## src/pkg/tpw_regs.svh

```systemverilog
// constant map of the timer, pulse and watchdog unit: offsets, fields, resets
// assumes a cpu core that drives a page bit, a 4-bit offset and byte strobes
// What this block does
// - counter one is an 8-bit prescaled down-counter with readable, writable preset
// - counter one reloads its preset by itself after each interrupt and keeps counting
// - counter two is an 8-bit prescaled down-counter reloading its readable preset
// - with infrared on, counter two gives carrier of clock/(2*(preset+1)*prescale)
// - high-pulse timer holds output high prescale*(preset+1) clock periods
// - low-pulse timer holds output low prescale*(preset+1) clock periods
// - mask bits 7..0 enable input change, low, high, cnt2, cnt1, ext1, ext0, overflow
// - four active-low wake enables gate pin change per port nibble
// - wake-up starts enabled; software keeps monitored pins from floating
// - wake register bit 7 selects normal or doubled infrared pin sink current
// - time-base control bit 7 picks rising or falling edge of external irq zero
// - time-base control bit 6 reads the global interrupt enable, read only
// - bit 5 picks instruction clock or counter pin; pin slower than instruction clock
// - bit 4 picks the counter pin edge, rising at 0 and falling at 1
// - prescaler off gives 1:1, on gives 1:2^(n+1)
// - watchdog control bit 3 enables the watchdog; bits 7..4 unused
// - watchdog runs from sub oscillator halved, then prescaled 1:2^n
// - counter control bit 7 picks counter two clock, bits 6..4 its prescale
// - counter control bit 3 picks counter one clock, bits 2..0 its prescale
// - data window moves bytes to and from 128-byte ram at the held address
// - page bit 0 picks register page; page 1 holds control registers
// - ram address register is 7 bits, top bit reads zero
// - each underflow and the overflow set a flag; its mask bit gates only irq pending
// - modulation on puts carrier in low sections; off, counter two runs alone
`ifndef TPW_REGS_SVH
`define TPW_REGS_SVH
// page 0 offsets
`define TPW_OFF_RAM_ADDR 4'h9
`define TPW_OFF_RAM_DATA 4'hA
`define TPW_OFF_CNT1_PRESET 4'hB
`define TPW_OFF_CNT2_PRESET 4'hC
`define TPW_OFF_HIGH_PRESET 4'hD
`define TPW_OFF_LOW_PRESET 4'hE
`define TPW_OFF_IRQ_MASK 4'hF
// page 1 offsets
`define TPW_OFF_WAKE_CTRL 4'h6
`define TPW_OFF_BASE_CTRL 4'h7
`define TPW_OFF_WDOG_CTRL 4'h8
`define TPW_OFF_CNT_CTRL 4'h9
`define TPW_OFF_PULSE_CTRL 4'hA
// field positions
`define TPW_BIT_IR_STRONG 7
`define TPW_BIT_EXTERNAL_IRQ_ZERO_EDGE 7
`define TPW_BIT_GIE 6
`define TPW_BIT_BASE_SRC 5
`define TPW_BIT_PIN_EDGE 4
`define TPW_BIT_PRESC_ON 3
`define TPW_BIT_WDOG_ON 3
// flag / mask bit positions
`define TPW_FLAG_BASE 0
`define TPW_FLAG_EXT0 1
`define TPW_FLAG_EXT1 2
`define TPW_FLAG_CNT1 3
`define TPW_FLAG_CNT2 4
`define TPW_FLAG_HIGH 5
`define TPW_FLAG_LOW 6
`define TPW_FLAG_CHANGE 7
// reset values
`define TPW_RST_WAKE_CTRL 8'h00
`define TPW_RST_BASE_CTRL 8'hBF
`define TPW_RST_ZERO 8'h00
// watchdog timeout length in prescaled ticks
`define TPW_WDOG_SPAN 9'h100
`endif

```

## src/pkg/tpw_pkg.sv

```systemverilog
// types shared by the timer, pulse and watchdog unit
// assumes nothing beyond the constant header
package tpw_pkg;
	typedef enum logic [1:0] {
		TPW_PH_IDLE,
		TPW_PH_HIGH,
		TPW_PH_LOW
	} tpw_phase_t;
	typedef logic [7:0] tpw_byte_t;
endpackage

```

## src/hdl/tpw_unit.sv

```systemverilog
// timer, pulse-width and watchdog unit with paged control registers and window ram
// assumes oscillator and instruction ticks are one-cycle pulses on clock_i
// and that the core drives page select and strobes on clock_i
`include "tpw_regs.svh"
module tpw_unit import tpw_pkg::*; #(
	parameter int RAM_DEPTH = 128,
	parameter int NCH = 4
) (
	input wire logic clock_i,
	input wire logic nrst_i,
	input wire logic page_sel_i,
	input wire logic [3:0] reg_addr_i,
	input wire logic reg_wr_i,
	input wire logic reg_rd_i,
	input wire logic [7:0] reg_wdata_i,
	output logic [7:0] reg_rdata_o,
	input wire logic main_tick_i,
	input wire logic sub_tick_i,
	input wire logic instr_tick_i,
	input wire logic gie_i,
	input wire logic [1:0] counter_run_i,
	input wire logic ir_enable_i,
	input wire logic carrier_modulation_on_i,
	input wire logic low_only_i,
	input wire logic base_pin_i,
	input wire logic ext_irq_zero_pin_i,
	input wire logic ext_irq_one_pin_i,
	input wire logic [15:0] change_pins_i,
	input wire logic [7:0] flag_clear_i,
	input wire logic wdog_clear_i,
	output logic [7:0] irq_flags_o,
	output logic irq_pending_o,
	output logic wake_o,
	output logic infrared_output_pin_o,
	output logic ir_pin_drive_strength_o,
	output logic [7:0] time_base_counter_o,
	output logic wdog_reset_o
);
	// ****************************************
	// register file
	// ****************************************
	tpw_byte_t wake_q, base_q, wdog_q, cnt_ctrl_q, pulse_ctrl_q, mask_q;
	tpw_byte_t preset_q [NCH];
	logic [6:0] ram_addr_q;
	tpw_byte_t ram_q [RAM_DEPTH];
	tpw_byte_t rdata_q;
	logic [7:0] flags_q;
	logic wr_p0, wr_p1;

	assign wr_p0 = reg_wr_i && !page_sel_i;
	assign wr_p1 = reg_wr_i && page_sel_i;

	always_ff @(posedge clock_i or negedge nrst_i) begin
		if (!nrst_i) begin
			wake_q <= `TPW_RST_WAKE_CTRL;
			base_q <= `TPW_RST_BASE_CTRL;
			wdog_q <= `TPW_RST_ZERO;
			cnt_ctrl_q <= `TPW_RST_ZERO;
			pulse_ctrl_q <= `TPW_RST_ZERO;
			mask_q <= `TPW_RST_ZERO;
			ram_addr_q <= 7'h00;
		end else begin
			if (wr_p1) begin
				unique case (reg_addr_i)
					`TPW_OFF_WAKE_CTRL: wake_q <= reg_wdata_i & 8'h8F;
					`TPW_OFF_BASE_CTRL: base_q <= reg_wdata_i & 8'hBF;
					`TPW_OFF_WDOG_CTRL: wdog_q <= reg_wdata_i & 8'h0F;
					`TPW_OFF_CNT_CTRL: cnt_ctrl_q <= reg_wdata_i;
					`TPW_OFF_PULSE_CTRL: pulse_ctrl_q <= reg_wdata_i;
					default: ;
				endcase
			end
			if (wr_p0) begin
				unique case (reg_addr_i)
					`TPW_OFF_RAM_ADDR: ram_addr_q <= reg_wdata_i[6:0];
					`TPW_OFF_IRQ_MASK: mask_q <= reg_wdata_i;
					default: ;
				endcase
			end
		end
	end

	// presets: a write changes only the reload value
	always_ff @(posedge clock_i or negedge nrst_i) begin
		if (!nrst_i) begin
			for (int i = 0; i < NCH; i++) begin
				preset_q[i] <= `TPW_RST_ZERO;
			end
		end else if (wr_p0) begin
			unique case (reg_addr_i)
				`TPW_OFF_CNT1_PRESET: preset_q[0] <= reg_wdata_i;
				`TPW_OFF_CNT2_PRESET: preset_q[1] <= reg_wdata_i;
				`TPW_OFF_HIGH_PRESET: preset_q[2] <= reg_wdata_i;
				`TPW_OFF_LOW_PRESET: preset_q[3] <= reg_wdata_i;
				default: ;
			endcase
		end
	end

	// window ram: no reset, contents are undefined at power-up
	always_ff @(posedge clock_i) begin
		if (wr_p0 && reg_addr_i == `TPW_OFF_RAM_DATA) begin
			ram_q[ram_addr_q] <= reg_wdata_i;
		end
	end

	// ****************************************
	// read port
	// ****************************************
	always_ff @(posedge clock_i or negedge nrst_i) begin
		if (!nrst_i) begin
			rdata_q <= 8'h00;
		end else if (reg_rd_i) begin
			if (page_sel_i) begin
				unique case (reg_addr_i)
					`TPW_OFF_WAKE_CTRL: rdata_q <= wake_q;
					`TPW_OFF_BASE_CTRL: rdata_q <= {base_q[7], gie_i, base_q[5:0]};
					`TPW_OFF_WDOG_CTRL: rdata_q <= wdog_q;
					`TPW_OFF_CNT_CTRL: rdata_q <= cnt_ctrl_q;
					`TPW_OFF_PULSE_CTRL: rdata_q <= pulse_ctrl_q;
					default: rdata_q <= 8'h00;
				endcase
			end else begin
				unique case (reg_addr_i)
					`TPW_OFF_RAM_ADDR: rdata_q <= {1'b0, ram_addr_q};
					`TPW_OFF_RAM_DATA: rdata_q <= ram_q[ram_addr_q];
					`TPW_OFF_CNT1_PRESET: rdata_q <= preset_q[0];
					`TPW_OFF_CNT2_PRESET: rdata_q <= preset_q[1];
					`TPW_OFF_HIGH_PRESET: rdata_q <= preset_q[2];
					`TPW_OFF_LOW_PRESET: rdata_q <= preset_q[3];
					`TPW_OFF_IRQ_MASK: rdata_q <= mask_q;
					default: rdata_q <= 8'h00;
				endcase
			end
		end
	end
	assign reg_rdata_o = rdata_q;

	// ****************************************
	// pin synchronisers
	// ****************************************
	logic [18:0] pin_s1_q, pin_s2_q, pin_s3_q;
	always_ff @(posedge clock_i or negedge nrst_i) begin
		if (!nrst_i) begin
			pin_s1_q <= 19'h0_0000;
			pin_s2_q <= 19'h0_0000;
			pin_s3_q <= 19'h0_0000;
		end else begin
			pin_s1_q <= {change_pins_i, ext_irq_one_pin_i, ext_irq_zero_pin_i, base_pin_i};
			pin_s2_q <= pin_s1_q;
			pin_s3_q <= pin_s2_q;
		end
	end
	logic [18:0] rise, fall;
	assign rise = pin_s2_q & ~pin_s3_q;
	assign fall = ~pin_s2_q & pin_s3_q;

	// ****************************************
	// time-base counter
	// ****************************************
	logic [7:0] tb_presc_q, tb_cnt_q;
	logic [8:0] tb_ratio;
	logic tb_src, tb_tick, tb_ovf;
	assign tb_src = base_q[`TPW_BIT_BASE_SRC] ?
		(base_q[`TPW_BIT_PIN_EDGE] ? fall[0] : rise[0]) : instr_tick_i;
	assign tb_ratio = base_q[`TPW_BIT_PRESC_ON] ?
		(9'h002 << base_q[2:0]) : 9'h001;
	// a count left above a lowered ratio ticks at once instead of wrapping
	assign tb_tick = tb_src && ({1'b0, tb_presc_q} >= tb_ratio - 9'h001);
	assign tb_ovf = tb_tick && (tb_cnt_q == 8'hFF);
	always_ff @(posedge clock_i or negedge nrst_i) begin
		if (!nrst_i) begin
			tb_presc_q <= 8'h00;
			tb_cnt_q <= 8'h00;
		end else if (tb_src) begin
			tb_presc_q <= tb_tick ? 8'h00 : tb_presc_q + 8'h01;
			if (tb_tick) begin
				tb_cnt_q <= tb_cnt_q + 8'h01;
			end
		end
	end
	assign time_base_counter_o = tb_cnt_q;

	// ****************************************
	// auxiliary down-counters: 0 cnt1, 1 cnt2, 2 high, 3 low
	// ****************************************
	tpw_phase_t phase_q;
	logic [NCH-1:0] ch_run, ch_uf;
	logic [3:0] ch_cfg [NCH];
	assign ch_cfg[0] = cnt_ctrl_q[3:0];
	assign ch_cfg[1] = cnt_ctrl_q[7:4];
	assign ch_cfg[2] = pulse_ctrl_q[3:0];
	assign ch_cfg[3] = pulse_ctrl_q[7:4];
	assign ch_run[0] = counter_run_i[0];
	assign ch_run[1] = counter_run_i[1] || (ir_enable_i && carrier_modulation_on_i);
	assign ch_run[2] = ir_enable_i && !low_only_i && phase_q == TPW_PH_HIGH;
	assign ch_run[3] = ir_enable_i && (low_only_i || phase_q == TPW_PH_LOW);

	for (genvar c = 0; c < NCH; c++) begin : g_ch
		logic [7:0] presc_q, cnt_q;
		logic src, tick;
		assign src = ch_cfg[c][3] ? main_tick_i : sub_tick_i;
		assign tick = ch_run[c] && src &&
			({1'b0, presc_q} == (9'h002 << ch_cfg[c][2:0]) - 9'h001);
		assign ch_uf[c] = tick && cnt_q == 8'h00;
		always_ff @(posedge clock_i or negedge nrst_i) begin
			if (!nrst_i) begin
				presc_q <= 8'h00;
				cnt_q <= 8'h00;
			end else if (!ch_run[c]) begin
				presc_q <= 8'h00;
				cnt_q <= preset_q[c];
			end else if (src) begin
				presc_q <= tick ? 8'h00 : presc_q + 8'h01;
				if (tick) begin
					cnt_q <= (cnt_q == 8'h00) ? preset_q[c] : cnt_q - 8'h01;
				end
			end
		end
	end

	// ****************************************
	// pulse shaping and carrier
	// ****************************************
	logic carrier_q, ir_q;
	always_ff @(posedge clock_i or negedge nrst_i) begin
		if (!nrst_i) begin
			carrier_q <= 1'b0;
		end else if (!ch_run[1]) begin
			carrier_q <= 1'b0;
		end else if (ch_uf[1]) begin
			carrier_q <= !carrier_q;
		end
	end

	always_ff @(posedge clock_i or negedge nrst_i) begin
		if (!nrst_i) begin
			phase_q <= TPW_PH_IDLE;
		end else if (!ir_enable_i) begin
			phase_q <= TPW_PH_IDLE;
		end else begin
			unique case (phase_q)
				TPW_PH_IDLE: phase_q <= TPW_PH_HIGH;
				TPW_PH_HIGH: if (ch_uf[2] || low_only_i) phase_q <= TPW_PH_LOW;
				TPW_PH_LOW: if (ch_uf[3] && !low_only_i) phase_q <= TPW_PH_HIGH;
			endcase
		end
	end

	always_ff @(posedge clock_i or negedge nrst_i) begin
		if (!nrst_i) begin
			ir_q <= 1'b0;
		end else if (!ir_enable_i) begin
			ir_q <= 1'b0;
		end else if (low_only_i) begin
			if (ch_uf[3]) begin
				ir_q <= !ir_q;
			end
		end else if (phase_q == TPW_PH_HIGH) begin
			ir_q <= 1'b1;
		end else if (phase_q == TPW_PH_LOW) begin
			ir_q <= carrier_modulation_on_i ? carrier_q : 1'b0;
		end else begin
			ir_q <= 1'b0;
		end
	end
	assign infrared_output_pin_o = ir_q;
	assign ir_pin_drive_strength_o = wake_q[`TPW_BIT_IR_STRONG];

	// ****************************************
	// flags, mask and wake
	// ****************************************
	logic [7:0] set_ev;
	logic [3:0] nib_chg;
	logic pend_q, wake_q_o;
	for (genvar n = 0; n < 4; n++) begin : g_nib
		assign nib_chg[n] = |(rise[3+4*n +: 4] | fall[3+4*n +: 4]);
	end
	assign set_ev[`TPW_FLAG_BASE] = tb_ovf;
	assign set_ev[`TPW_FLAG_EXT0] = base_q[`TPW_BIT_EXTERNAL_IRQ_ZERO_EDGE] ? fall[1] : rise[1];
	assign set_ev[`TPW_FLAG_EXT1] = rise[2];
	assign set_ev[`TPW_FLAG_CNT1] = ch_uf[0];
	assign set_ev[`TPW_FLAG_CNT2] = ch_uf[1];
	assign set_ev[`TPW_FLAG_HIGH] = ch_uf[2];
	assign set_ev[`TPW_FLAG_LOW] = ch_uf[3];
	assign set_ev[`TPW_FLAG_CHANGE] = |nib_chg;

	always_ff @(posedge clock_i or negedge nrst_i) begin
		if (!nrst_i) begin
			flags_q <= 8'h00;
			pend_q <= 1'b0;
			wake_q_o <= 1'b0;
		end else begin
			flags_q <= (flags_q & ~flag_clear_i) | set_ev; // set wins over clear
			pend_q <= |(flags_q & mask_q);
			wake_q_o <= |(nib_chg & ~wake_q[3:0]);
		end
	end
	assign irq_flags_o = flags_q;
	assign irq_pending_o = pend_q;
	assign wake_o = wake_q_o;

	// ****************************************
	// watchdog on sub oscillator
	// ****************************************
	logic wd_half_q, wd_tick;
	logic [6:0] wd_presc_q;
	logic [8:0] wd_cnt_q;
	logic wd_rst_q;
	assign wd_tick = sub_tick_i && wd_half_q &&
		({1'b0, wd_presc_q} >= (8'h01 << wdog_q[2:0]) - 8'h01);
	always_ff @(posedge clock_i or negedge nrst_i) begin
		if (!nrst_i) begin
			wd_half_q <= 1'b0;
			wd_presc_q <= 7'h00;
			wd_cnt_q <= 9'h000;
			wd_rst_q <= 1'b0;
		end else if (!wdog_q[`TPW_BIT_WDOG_ON] || wdog_clear_i) begin
			wd_half_q <= 1'b0;
			wd_presc_q <= 7'h00;
			wd_cnt_q <= 9'h000;
			wd_rst_q <= 1'b0;
		end else begin
			wd_rst_q <= 1'b0;
			if (sub_tick_i) begin
				wd_half_q <= !wd_half_q;
				if (wd_half_q) begin
					wd_presc_q <= wd_tick ? 7'h00 : wd_presc_q + 7'h01;
				end
			end
			if (wd_tick) begin
				if (wd_cnt_q == `TPW_WDOG_SPAN - 9'h001) begin
					wd_cnt_q <= 9'h000;
					wd_rst_q <= 1'b1;
				end else begin
					wd_cnt_q <= wd_cnt_q + 9'h001;
				end
			end
		end
	end
	assign wdog_reset_o = wd_rst_q;
endmodule

```

## config.mk

```make
export PLATFORM = sky130hd
export DESIGN_NAME = tpw_unit
export DESIGN_NICKNAME = d
export VERILOG_FILES = /design/src/pkg/tpw_pkg.sv /design/src/hdl/tpw_unit.sv
export VERILOG_INCLUDE_DIRS = /design/src /design/src/pkg
export SDC_FILE = /design/constraint.sdc
export NUM_CORES = 1
export LEC_CHECK = 0
export ABC_CLOCK_PERIOD_IN_PS = 6900
export BUFFER_PORTS_ARGS = -buffer_cell sky130_fd_sc_hd__buf_2
export CORE_AREA = 2 2 313 315
export CTS_CLUSTER_DIAMETER = 100
export DETAILED_ROUTE_END_ITERATION = 10
export DIE_AREA = 0 0 315 317
export PLACE_DENSITY_LB_ADDON = 0.2
export SLEW_MARGIN = 20
export SYNTH_ARGS = -nofsm -noshare
export SYNTH_HDL_FRONTEND = slang
export SYNTH_SLANG_ARGS = --single-unit
```

## constraint.sdc

```tcl
create_clock -name clock_i -period 6.9 [get_ports clock_i]
set_input_delay 0.345 -clock clock_i [delete_from_list [all_inputs] [get_ports clock_i]]
set_output_delay 0.345 -clock clock_i [all_outputs]
set_load 0.05 [all_outputs]
```

# Yosys cells after proc, flatten, opt, wreduce, memory -nomap -nowiden
# Memory sizes are Yosys's and may differ from the RTL's.
# Index checks and enable logic that the tools add are counted.
dict set report classes {
  eq_ne 30
  n_shift 6
  n_mul 0
  n_div 0
  bitwise 14
  n_lt_le_gt_ge 2
  mux 66
  addsub 18
  reduce_logical 67
}
# operator count
set op_table {}
lappend op_table {{8-bit 2-to-1 mux} 30}
lappend op_table {{8-bit one-hot mux with 7 select lines} 1}
lappend op_table {{8-bit by 1-bit adder with 8-bit output, second input constant} 6}
lappend op_table {{2-bit by 3-bit << shifter with 9-bit output, first input constant} 5}
lappend op_table {{9-bit by 1-bit subtractor with 9-bit output, second input constant} 5}
lappend op_table {{8-bit one-hot mux with 5 select lines} 1}
lappend op_table {{8-bit by 1-bit subtractor with 8-bit output, second input constant} 5}
lappend op_table {{19-bit AND} 2}
lappend op_table {{19-bit inverter} 2}
lappend op_table {{8-bit by 9-bit == test with 1-bit output} 4}
lappend op_table {{9-bit 2-to-1 mux} 4}
lappend op_table {{2-bit AND reduction} 18}
lappend op_table {{4-bit == test, second input constant} 8}
lappend op_table {{8-bit logical NOT} 4}
lappend op_table {{7-bit 2-to-1 mux} 4}
lappend op_table {{1-bit logical AND} 24}
lappend op_table {{1-bit 2-to-1 mux} 22}
lappend op_table {{4-bit OR reduction} 5}
lappend op_table {{2-bit by 1-bit != test with 1-bit output, second input constant} 9}
lappend op_table {{8-bit AND} 2}
lappend op_table {{4-bit OR} 4}
lappend op_table {{16-bit OR reduction} 1}
lappend op_table {{9-bit by 1-bit adder with 9-bit output, second input constant} 1}
lappend op_table {{9-bit by 8-bit == test with 1-bit output, second input constant} 1}
lappend op_table {{21 further kinds} 35}
dict set report totals {
  ff_bits 256
  output_inout_bits 29
  rom_bits 0
  in_bits 54
  mem_count 1
  wordCells 239
  ramBits 1024
  latchBits 0
}
# memory depth word_bits rd rd_ports_with_merged_regs wr line_no
set memory_table {}
lappend memory_table {ram_q 128 8 1 0 1 tpw_unit.sv:45} ;# tpw_byte_t ram_q [RAM_DEPTH];

# Depth between registers and ports, before layout
# Gate-level depths: netlist (run 1).
dict set report depth {
  word_depth 10
  depth_mapped 15
  depth_no_buf 13
}

# Least setup slack after synthesis (run 1)
# No wires, ideal clock.
dict set report synth_path {
  kind {register to register}
  start {reg wdog_q[0]}
  end {reg wd_cnt_q[1]}
  path_slack_ps 3920
  arrival_ps 2902
  path_buffers 3
  required_time_ps 6822
  period_less_slack_ps 2980
  setup_time_ps 78
  stages_incl_launch_ff 16
  cell_sequence {dfrtp_1 -> clkbuf_1 -> or3_1 -> ha_1 -> clkbuf_1 -> nor3_1 -> a21oi_1 -> o21a_1 -> ha_1 -> o21ai_0 -> nand2b_1 -> a21oi_1 -> nor3_1 -> clkbuf_1 -> nand3_1 -> a21oi_1}
}
dict set report synth_between {
  elab_chain_cells 5
}
# item line_no
set synth_lines {}
lappend synth_lines {{start: declaration} tpw_unit.sv:42} ;# tpw_byte_t wake_q, base_q, wdog_q, cnt_ctrl_q, pulse_ctrl_q, mask_q;
lappend synth_lines {{start signal: assignment} tpw_unit.sv:57} ;# wdog_q <= `TPW_RST_ZERO;
lappend synth_lines {{start signal: assignment} tpw_unit.sv:67} ;# `TPW_OFF_WDOG_CTRL: wdog_q <= reg_wdata_i & 8'h0F;
lappend synth_lines {{1-bit by 3-bit << shifter with 8-bit output} tpw_unit.sv:311} ;# ({1'b0, wd_presc_q} >= (8'h01 << wdog_q[2:0]) - 8'h01);
lappend synth_lines {{8-bit by 1-bit subtractor with 8-bit output} tpw_unit.sv:311}
lappend synth_lines {{7-bit by 8-bit >= comparator with 1-bit output} tpw_unit.sv:311}
lappend synth_lines {{1-bit logical AND} tpw_unit.sv:310} ;# assign wd_tick = sub_tick_i && wd_half_q &&
lappend synth_lines {{2-bit nonzero test (no source line)} n/a}
lappend synth_lines {{end signal: assignment} tpw_unit.sv:336} ;# wd_cnt_q <= wd_cnt_q + 9'h001;
lappend synth_lines {{end: declaration} tpw_unit.sv:308} ;# logic [8:0] wd_cnt_q;
# Every way passes these cells.
# A chain may end at the register's enable or synchronous reset.

# Worst setup path in the final report (run 1)
dict set report layout_path {
  start {reg ram_addr_q[2]}
  end {reg rdata_q[4], in the netlist reg_rdata_o[4]}
}
dict set report layout_between {
  elab_chain_cells 3
}
# item line_no
set layout_lines {}
lappend layout_lines {{start: declaration} tpw_unit.sv:44} ;# logic [6:0] ram_addr_q;
lappend layout_lines {{start signal: assignment} tpw_unit.sv:75} ;# `TPW_OFF_RAM_ADDR: ram_addr_q <= reg_wdata_i[6:0];
lappend layout_lines {{memory read 128 x 8 bit} n/a}
lappend layout_lines {{8-bit one-hot mux with 7 select lines} tpw_unit.sv:124} ;# unique case (reg_addr_i)
lappend layout_lines {{8-bit 2-to-1 mux} tpw_unit.sv:114} ;# if (page_sel_i) begin
lappend layout_lines {{end signal: assignment} tpw_unit.sv:116} ;# `TPW_OFF_WAKE_CTRL: rdata_q <= wake_q;
lappend layout_lines {{end signal: assignment} tpw_unit.sv:125} ;# `TPW_OFF_RAM_ADDR: rdata_q <= {1'b0, ram_addr_q};
lappend layout_lines {{end signal: assignment} tpw_unit.sv:126} ;# `TPW_OFF_RAM_DATA: rdata_q <= ram_q[ram_addr_q];
lappend layout_lines {{end: declaration} tpw_unit.sv:46} ;# tpw_byte_t rdata_q;
# Every way passes these cells.

==> results of run 1 <==
## critical path, cell delays in order, from the launching register on
cell	delay (ns)
dfrtp_4	1.11
buf_12	0.64
mux4_2	0.43
a22o_1	0.26
a221oi_1	0.41
nand4_1	0.26
nand4_1	0.16
o22ai_1	0.09
## area by class of cell
| cell class | count | area, um^2 |
|---|---|---|
| Clock inverter | 60 | 554 |
| Clock buffer | 179 | 3710 |
| Multi-Input combinational cell | 1798 | 14400 |
| Fill cell | 6924 | 37600 |
| Timing Repair Buffer | 154 | 1120 |
| Sequential cell | 1280 | 37200 |
| Inverter | 38 | 143 |
| Antenna cell | 1 | 2.50 |
| Tap cell | 1276 | 1600 |
## per-stage QoR
step / hold WS [ns] / utilization (%) / cell area (um^2) / std cells / total power [mW]
3_3_place_gp: 0.332 / 56.1 / 54000 / 4509 / 11.7
3_5_place_dp: 0.337 / 56.1 / 54000 / 4509 / 11.8
4_1_cts: 0.108 / 60.9 / 58700 / 4785 / 18.7
6_report: 0.135 / 60.9 / 58700 / 4786 / 18.7
5_1_grt: 0.152 / 60.9 / 58700 / 4785 / 19.3
2_1_floorplan: 0.0494 / - / 52600 / 3284 / 10.9
## state kept, by name, summed over array words and instances (netlist names), 5 cells and up
register	flops
mask_q	8
pulse_ctrl_q	8
time_base_counter_o	8
cnt_ctrl_q	8
g_ch.cnt_q	32
pin_s1_q	19
tb_presc_q	8
wake_q	5
base_q	7
pin_s3_q	19
wd_cnt_q	9
ram_q	1024
pin_s2_q	19
ram_addr_q	7
irq_flags_o	8
preset_q	32
reg_rdata_o	8
wd_presc_q	7
g_ch.presc_q	32
## power by group through the flow
| stage | clock [mW] | combinational, mW | sequential [mW] |
|---|---|---|---|
| 5_1_grt | 7.38 | 2.96 | 8.96 |
| 4_1_cts | 7.07 | 2.75 | 8.92 |
| 3_3_place_gp | 0 | 2.66 | 9.06 |
| 3_5_place_dp | 0 | 2.72 | 9.08 |
| 6_report | 6.98 | 2.77 | 8.94 |
| 2_1_floorplan | 0 | 1.86 | 9.00 |
## cell usage in the layout, fill, tap and decap left out, types with 21 or more instances in the layout
master and n:
edfxtp_1 1024, nand3_1 64, a21oi_1 59, ha_1 32
dlygate4sd3_1 37, nand2_1 181, nor3_1 28, a22o_1 38
buf_2 73, xnor2_1 27, mux2i_1 246, nand4_1 65
inv_1 38, o22ai_1 45, o21ai_0 100, buf_4 39
nor2_1 224, xor2_1 36, dfrtp_1 247, mux2_2 120
clkinv_2 21, clkbuf_1 33, nand2b_1 22, a22oi_1 99
nor2b_1 35, mux4_2 120, a211oi_1 28, clkbuf_16 140
## logic make-up after synthesis
group / Yosys count / synth area share, %
AND/OR/NAND/NOR: 713 / 6.46
XOR/XNOR: 63 / 1.05
adder cells (fa/ha/maj): 32 / 0.762
buffers and inverters: 206 / 2.02
multiplexers: 486 / 12.4
AO/OA/AOI/OAI: 504 / 6.61
flip-flops: 1280 / 70.7
## routing by layer
metal,up-vias,global-route usage [%],share of wire [%]
met5,-,0,0
met4,0,11.5,4.2
met3,294,4.42,7.5
met2,1457,41.6,47
met1,15600,37.0,41
li1,13100,-,-
## worst min path at each step
stage / endpoint / slack (ns) / depth (start not counted)
after floorplan: carrier_q$_DFFE_PN0P_ / 0.05 / 0
after global placement: pin_s2_q[2]$_DFF_PN0_ / 0.33 / 0
after detailed placement: pin_s2_q[2]$_DFF_PN0_ / 0.34 / 0
after CTS: g_ch[1].presc_q[0]$_DFFE_PN0P_ / 0.11 / 4
after global routing: g_ch[1].presc_q[0]$_DFFE_PN0P_ / 0.15 / 4
final: tb_presc_q[1]$_DFFE_PN0P_ / 0.13 / 5
## what timing repair did
item	CTS	global route
hold buffers	37	0
resized for setup	0	0
hold endpoints to repair	116	0
==> summary.txt, run 1 <==
Critical path
  – Reg-to-Reg Start: ram_addr_q[2]$_DFFE_PN0P_
  – Worst Path Required: 7.49 ns
  – Reg2reg setup slack: 3.04 ns
  – R2r endpoint: reg_rdata_o[4]$_DFFE_PN0P_
  – Critical path arrival: 4.44 ns
  – Setup crit end: reg_rdata_o[4]$_DFFE_PN0P_
  – Register-to-Register Path Depth: 7
  – Crit Path Category: register to register
  – CP max FO: 156
  – Crit start category: register
  – Crit path launch: ram_addr_q[2]$_DFFE_PN0P_
  – CP endpoint kind: register

Timing
  – Post-layout minimum cycle time: 3.86 ns
  – Crit share post-route: 55.9%
  – Clk_skew: 0.0263 ns
  – Fin. max-slew vios: 0
  – Setup WS post-layout: 3.04 ns
  – Max transition margin: 24.8%
  – RSZ-0062 raised after global routing: false
  – Setup TNS: 0 ns
  – Final Hold Viols: 0
  – Setup-failing EPs final: 0
  – Fmax: 259 MHz
  – Actual slew at the worst max-slew pin: 1.13 ns

Finish
  – Layout cell share with drive strength beyond 1: 16.5%
  – Post-layout net count: 3491
  – Syn-to-layout area delta: 11.6%

Logic synthesis
  – Number of synthesized register bits: 1280
  – Yosys top cell by area: edfxtp_1
  – Main synth FF type: edfxtp_1
  – Syn_nets: 3370
  – Post-synth EDFFs: 1024
  – Synth area leaders: edfxtp_1 (59%), dfrtp_1 (12%), mux4_2 (5.1%), mux2i_1 (4.7%), mux2_2 (2.6%)
  – Netlist area before placement: 52600 um^2
  – Post-synth top cells: edfxtp_1 (1024), dfrtp_1 (249), mux2i_1 (246), nor2_1 (225), nand2_1 (181)
  – Count leader, synth: edfxtp_1
  – Yosys top cell area share: 58.5%
  – Post-Synthesis Cells: 3284
  – Yosys Warn Count: 0
  – Unique masters post-synth: 81
  – Mean Syn Cell Area: 16.0 um^2
  – Post-synth ARST share: 20.0%
  – Seq/Total Area, Yosys: 70.7%

Floorplan
  – IO Count: 83
  – Horiz. Die Dim: 315 um
  – Die height: 317 um
  – Die area: 99900 um^2
  – Initial core utilization: 54.6%
  – FP Rows: 114
  – Core area: 96300 um^2

Route
  – Initial drt markers: 3949
  – Detail Route Antenna Nets: 0
  – Detailed Routing Iterations Pass 1: 6
  – Via count: 30500
  – # DRC: 0
  – Final wirelength: 132000 um
  – Drt wl/cell: 27.5 um
  – Vias/cell: 6.36

Place
  – RD Place Congestion: 0.929
  – Final HPWL DP: 81000 um
  – Pre-CTS setup slack: 3.14 ns
  – Port bufs: 82

Clocking
  – CTS Buf Count: 133
  – CTS root buf: clkbuf_16
  – TritonCTS clock tree: built
  – Clk Latency, worst-skew pair: 0.74 ns
  – Clock slew at reported path FFs: 0.06 ns
  – Setup bufs post-CTS: 0
  – Clock Path Buffers: 3
  – Sink Count: 1280
  – H-tree Lvls: 4

Power
  – NetSw: 4.99 mW
  – Net Sw Frac: 26.7%
  – Power per cell area: 318 nW/um^2
  – Logic pwr share: 14.8%
  – Flop pwr share: 47.8%
  – Worst vdd ir: 0.000190 V
  – Internal: 13.7 mW
  – LEAKAGE: 19.9 nW
  – Clock power frac: 37.4%

GRT
  – Antenna violations before repair: 1
  – GRT overflow: 0
  – GRT Overall Usage: 26.5%
  – Vias in the first global route: 30400
  – Largest net degree at the start of global routing: 180
  – First-pass GRT wire length: 195000 um

Status
  – Status: finished, final reports clean

Min path
  – Min-delay src: instr_tick_i
  – Min-delay worst type: primary input to register

Flow run
  – MaxCap Viol Count: 0
No activity file was read; power rests on OpenSTA's default activity.
==> inputs of run 2 (changes only) <==
- ABC_CLOCK_PERIOD_IN_PS: 6900 -> 3100
- clock period: 6.9 -> 3.1 ns (I/O delays scaled with it)
==> run 2 against run 1 <==
Net effect: total power grew 130%; sequential power is 120% higher; largest cell class unchanged; via count is 1.2% higher; clock skew grew 0.0015 ns; hold slack lost 0.12 ns; sequential share of layout area fell by 2.2 points; final area grew 3.6%; clock-buffer cell count is the same; final cell count is 4.9% higher; largest power group unchanged; sequential cell count stayed put.
==> summary.txt, run 2 (synthesized netlist as in run 1, its figures left out) <==
Power
  – Internal: 31.2 mW
  – Clock power frac: 37.6%
  – Logic pwr share: 15.6%
  – Power Total: 42.4 mW
  – LEAKAGE: 21.2 nW
  – NetSw: 11.1 mW
  – Power per cell area: 697 nW/um^2
  – Worst vdd ir: 0.000546 V
  – Flop pwr share: 46.8%
  – Net Sw Frac: 26.3%

GRT
  – First-pass GRT wire length: 194000 um
  – GRT Overall Usage: 26.2%
  – Vias in the first global route: 30900
  – GRT overflow: 0
  – Antenna violations before repair: 1
  – Largest net degree at the start of global routing: 97

Route
  – Initial drt markers: 2853
  – Detailed Routing Iterations Pass 1: 6
  – Drt wl/cell: 25.9 um
  – Via count: 30800
  – Vias/cell: 6.14
  – # DRC: 0
  – Final wirelength: 130000 um
  – Detail Route Antenna Nets: 0

Timing
  – Actual slew at the worst max-slew pin: 0.931 ns
  – RSZ-0062 raised after global routing: false
  – Max transition margin: 38.0%
  – Setup-failing EPs final: 0
  – Worst hold slack: 0.0180 ns
  – Setup TNS: 0 ns
  – Post-layout minimum cycle time: 2.93 ns
  – Crit share post-route: 94.4%
  – Final Hold Viols: 0
  – Fmax: 342 MHz
  – Setup WS post-layout: 0.172 ns
  – Clk_skew: 0.0277 ns
  – Fin. max-slew vios: 0

Place
  – Pre-CTS setup slack: 0.135 ns
  – Placed insts: 4737
  – Final HPWL DP: 85300 um
  – Port bufs: 82
  – Area post-placement: 55900 um^2
  – RD Place Congestion: 0.962

Critical path
  – CP max FO: 8
  – R2r endpoint: infrared_output_pin_o$_DFFE_PN0P_
  – CP peak stage delay: 0.59 ns
  – Crit start category: register
  – Ordered list of cells on the worst path: nand4_1 -> a2111oi_2 -> nand4_1 -> a211oi_2 -> nand2_1 -> xor2_1 -> a21oi_1 -> dlygate4sd3_1
  – Critical path arrival: 3.58 ns
  – Crit Path Category: register to register
  – Worst Path Buf+Inv: 1
  – CP endpoint kind: register
  – Most used cell, CP: nand4_1
  – Register-to-Register Path Depth: 8
  – Crit-path slowest cell: dlygate4sd3_1
  – CP delay by family, top: compound AO/OA/AOI/OAI gates
  – Worst Path Required: 3.75 ns
  – Reg2reg setup slack: 0.17 ns
  – Reg-to-Reg Start: g_ch[3].presc_q[3]$_DFFE_PN0P_

Clocking
  – Clock Path Buffers: 3
  – Setup bufs post-CTS: 0
  – Clk Latency, worst-skew pair: 0.75 ns
  – CTS root buf: clkbuf_16
  – Clock slew at reported path FFs: 0.06 ns
  – TritonCTS clock tree: built
  – H-tree Lvls: 4
  – Sink Count: 1280
  – CTS Buf Count: 134

Flow run
  – MaxCap Viol Count: 0

Floorplan
  – Initial core utilization: 54.6%
  – Horiz. Die Dim: 315 um
  – Die height: 317 um
  – Core area: 96300 um^2
  – IO Count: 83
  – Die area: 99900 um^2
  – FP Rows: 114

Finish
  – Syn-to-layout area delta: 15.7%
  – Commonest cells after routing, fill and taps aside: edfxtp_1 (1024), buf_4 (249), dfrtp_1 (247)
  – Commonest non-fill, non-tap cell in the layout: edfxtp_1
  – FILL cells: 6843
  – Max reg flops: 1024
  – Antenna cells: 0
  – Post-Layout Cell Count: 5022
  – Layout cell share with drive strength beyond 1: 21.4%
  – Final core occ: 63.2%
  – Final Cell Area: 60800 um^2
  – Post-layout net count: 3729
  – Top reg by flops: ram_q

Status
  – Status: finished, final reports clean

Min path
  – Min-delay worst type: primary input to async pin
run 2: changes by cell type in the layout (fill, tap and decap cells not counted), moves of 4 or more:
cell           before  now
bufinv_16           7   14
clkinv_2           21   10
clkbuf_1           33   38
dlygate4sd3_1      37   46
clkinvlp_4          2    6
buf_4              39  249
buf_12              4   22
run 2: worst max-delay path by stage:
stage / start / to / slack, ns / depth (start not counted)
2_1_floorplan: wdog_q[0]$_DFFE_PN0P_ / wd_cnt_q[1]$_DFFE_PN0P_ / 0.12 / 15
3_3_place_gp: wdog_q[2]$_DFFE_PN0P_ / wd_cnt_q[3]$_DFFE_PN0P_ / 0.12 / 12
5_1_grt: wdog_q[2]$_DFFE_PN0P_ / wd_cnt_q[3]$_DFFE_PN0P_ / 0.05 / 13
4_1_cts: wdog_q[2]$_DFFE_PN0P_ / wd_cnt_q[5]$_DFFE_PN0P_ / 0.12 / 12
6_report: g_ch[3].presc_q[3]$_DFFE_PN0P_ / infrared_output_pin_o$_DFFE_PN0P_ / 0.17 / 8
3_5_place_dp: wdog_q[2]$_DFFE_PN0P_ / wd_cnt_q[0]$_DFFE_PN0P_ / 0.13 / 12
run 2: cell type report:
cell class / instances / area [um^2] / share of cell area, %
Clock inverter: 60 / 733 / 1.21
Tap cell: 1276 / 1600 / 2.63
Inverter: 38 / 143 / 0.235
Clock buffer: 179 / 3640 / 5.98
Timing Repair Buffer: 391 / 3150 / 5.18
Sequential cell: 1280 / 37200 / 61.1
Multi-Input combinational cell: 1798 / 14400 / 23.6
run 2: power groups by stage:
stage	sequential [mW]	clock (mW)	combinational (mW)
6_report	19.8	15.9	6.61
5_1_grt	19.9	16.8	7.08
3_3_place_gp	20.1	0	6.36
4_1_cts	19.8	16.2	6.57
3_5_place_dp	20.1	0	6.50
2_1_floorplan	20.0	0	4.14
run 2: per-layer routing:
metal | global-route usage, % | part of all wire, % | up-vias
met2 | 43.0 | 49 | 1296
met1 | 34.6 | 40 | 15700
li1 | - | - | 13600
met3 | 5.61 | 7.7 | 244
met5 | 0 | 0 | -
met4 | 10.1 | 3.6 | 0
run 2: repair_timing:
item / CTS / global route
endpoints found under the setup margin: 0 / 11
resized for setup: 0 / 4
endpoints found under the hold margin: 387 / 0
hold buffers: 46 / 0
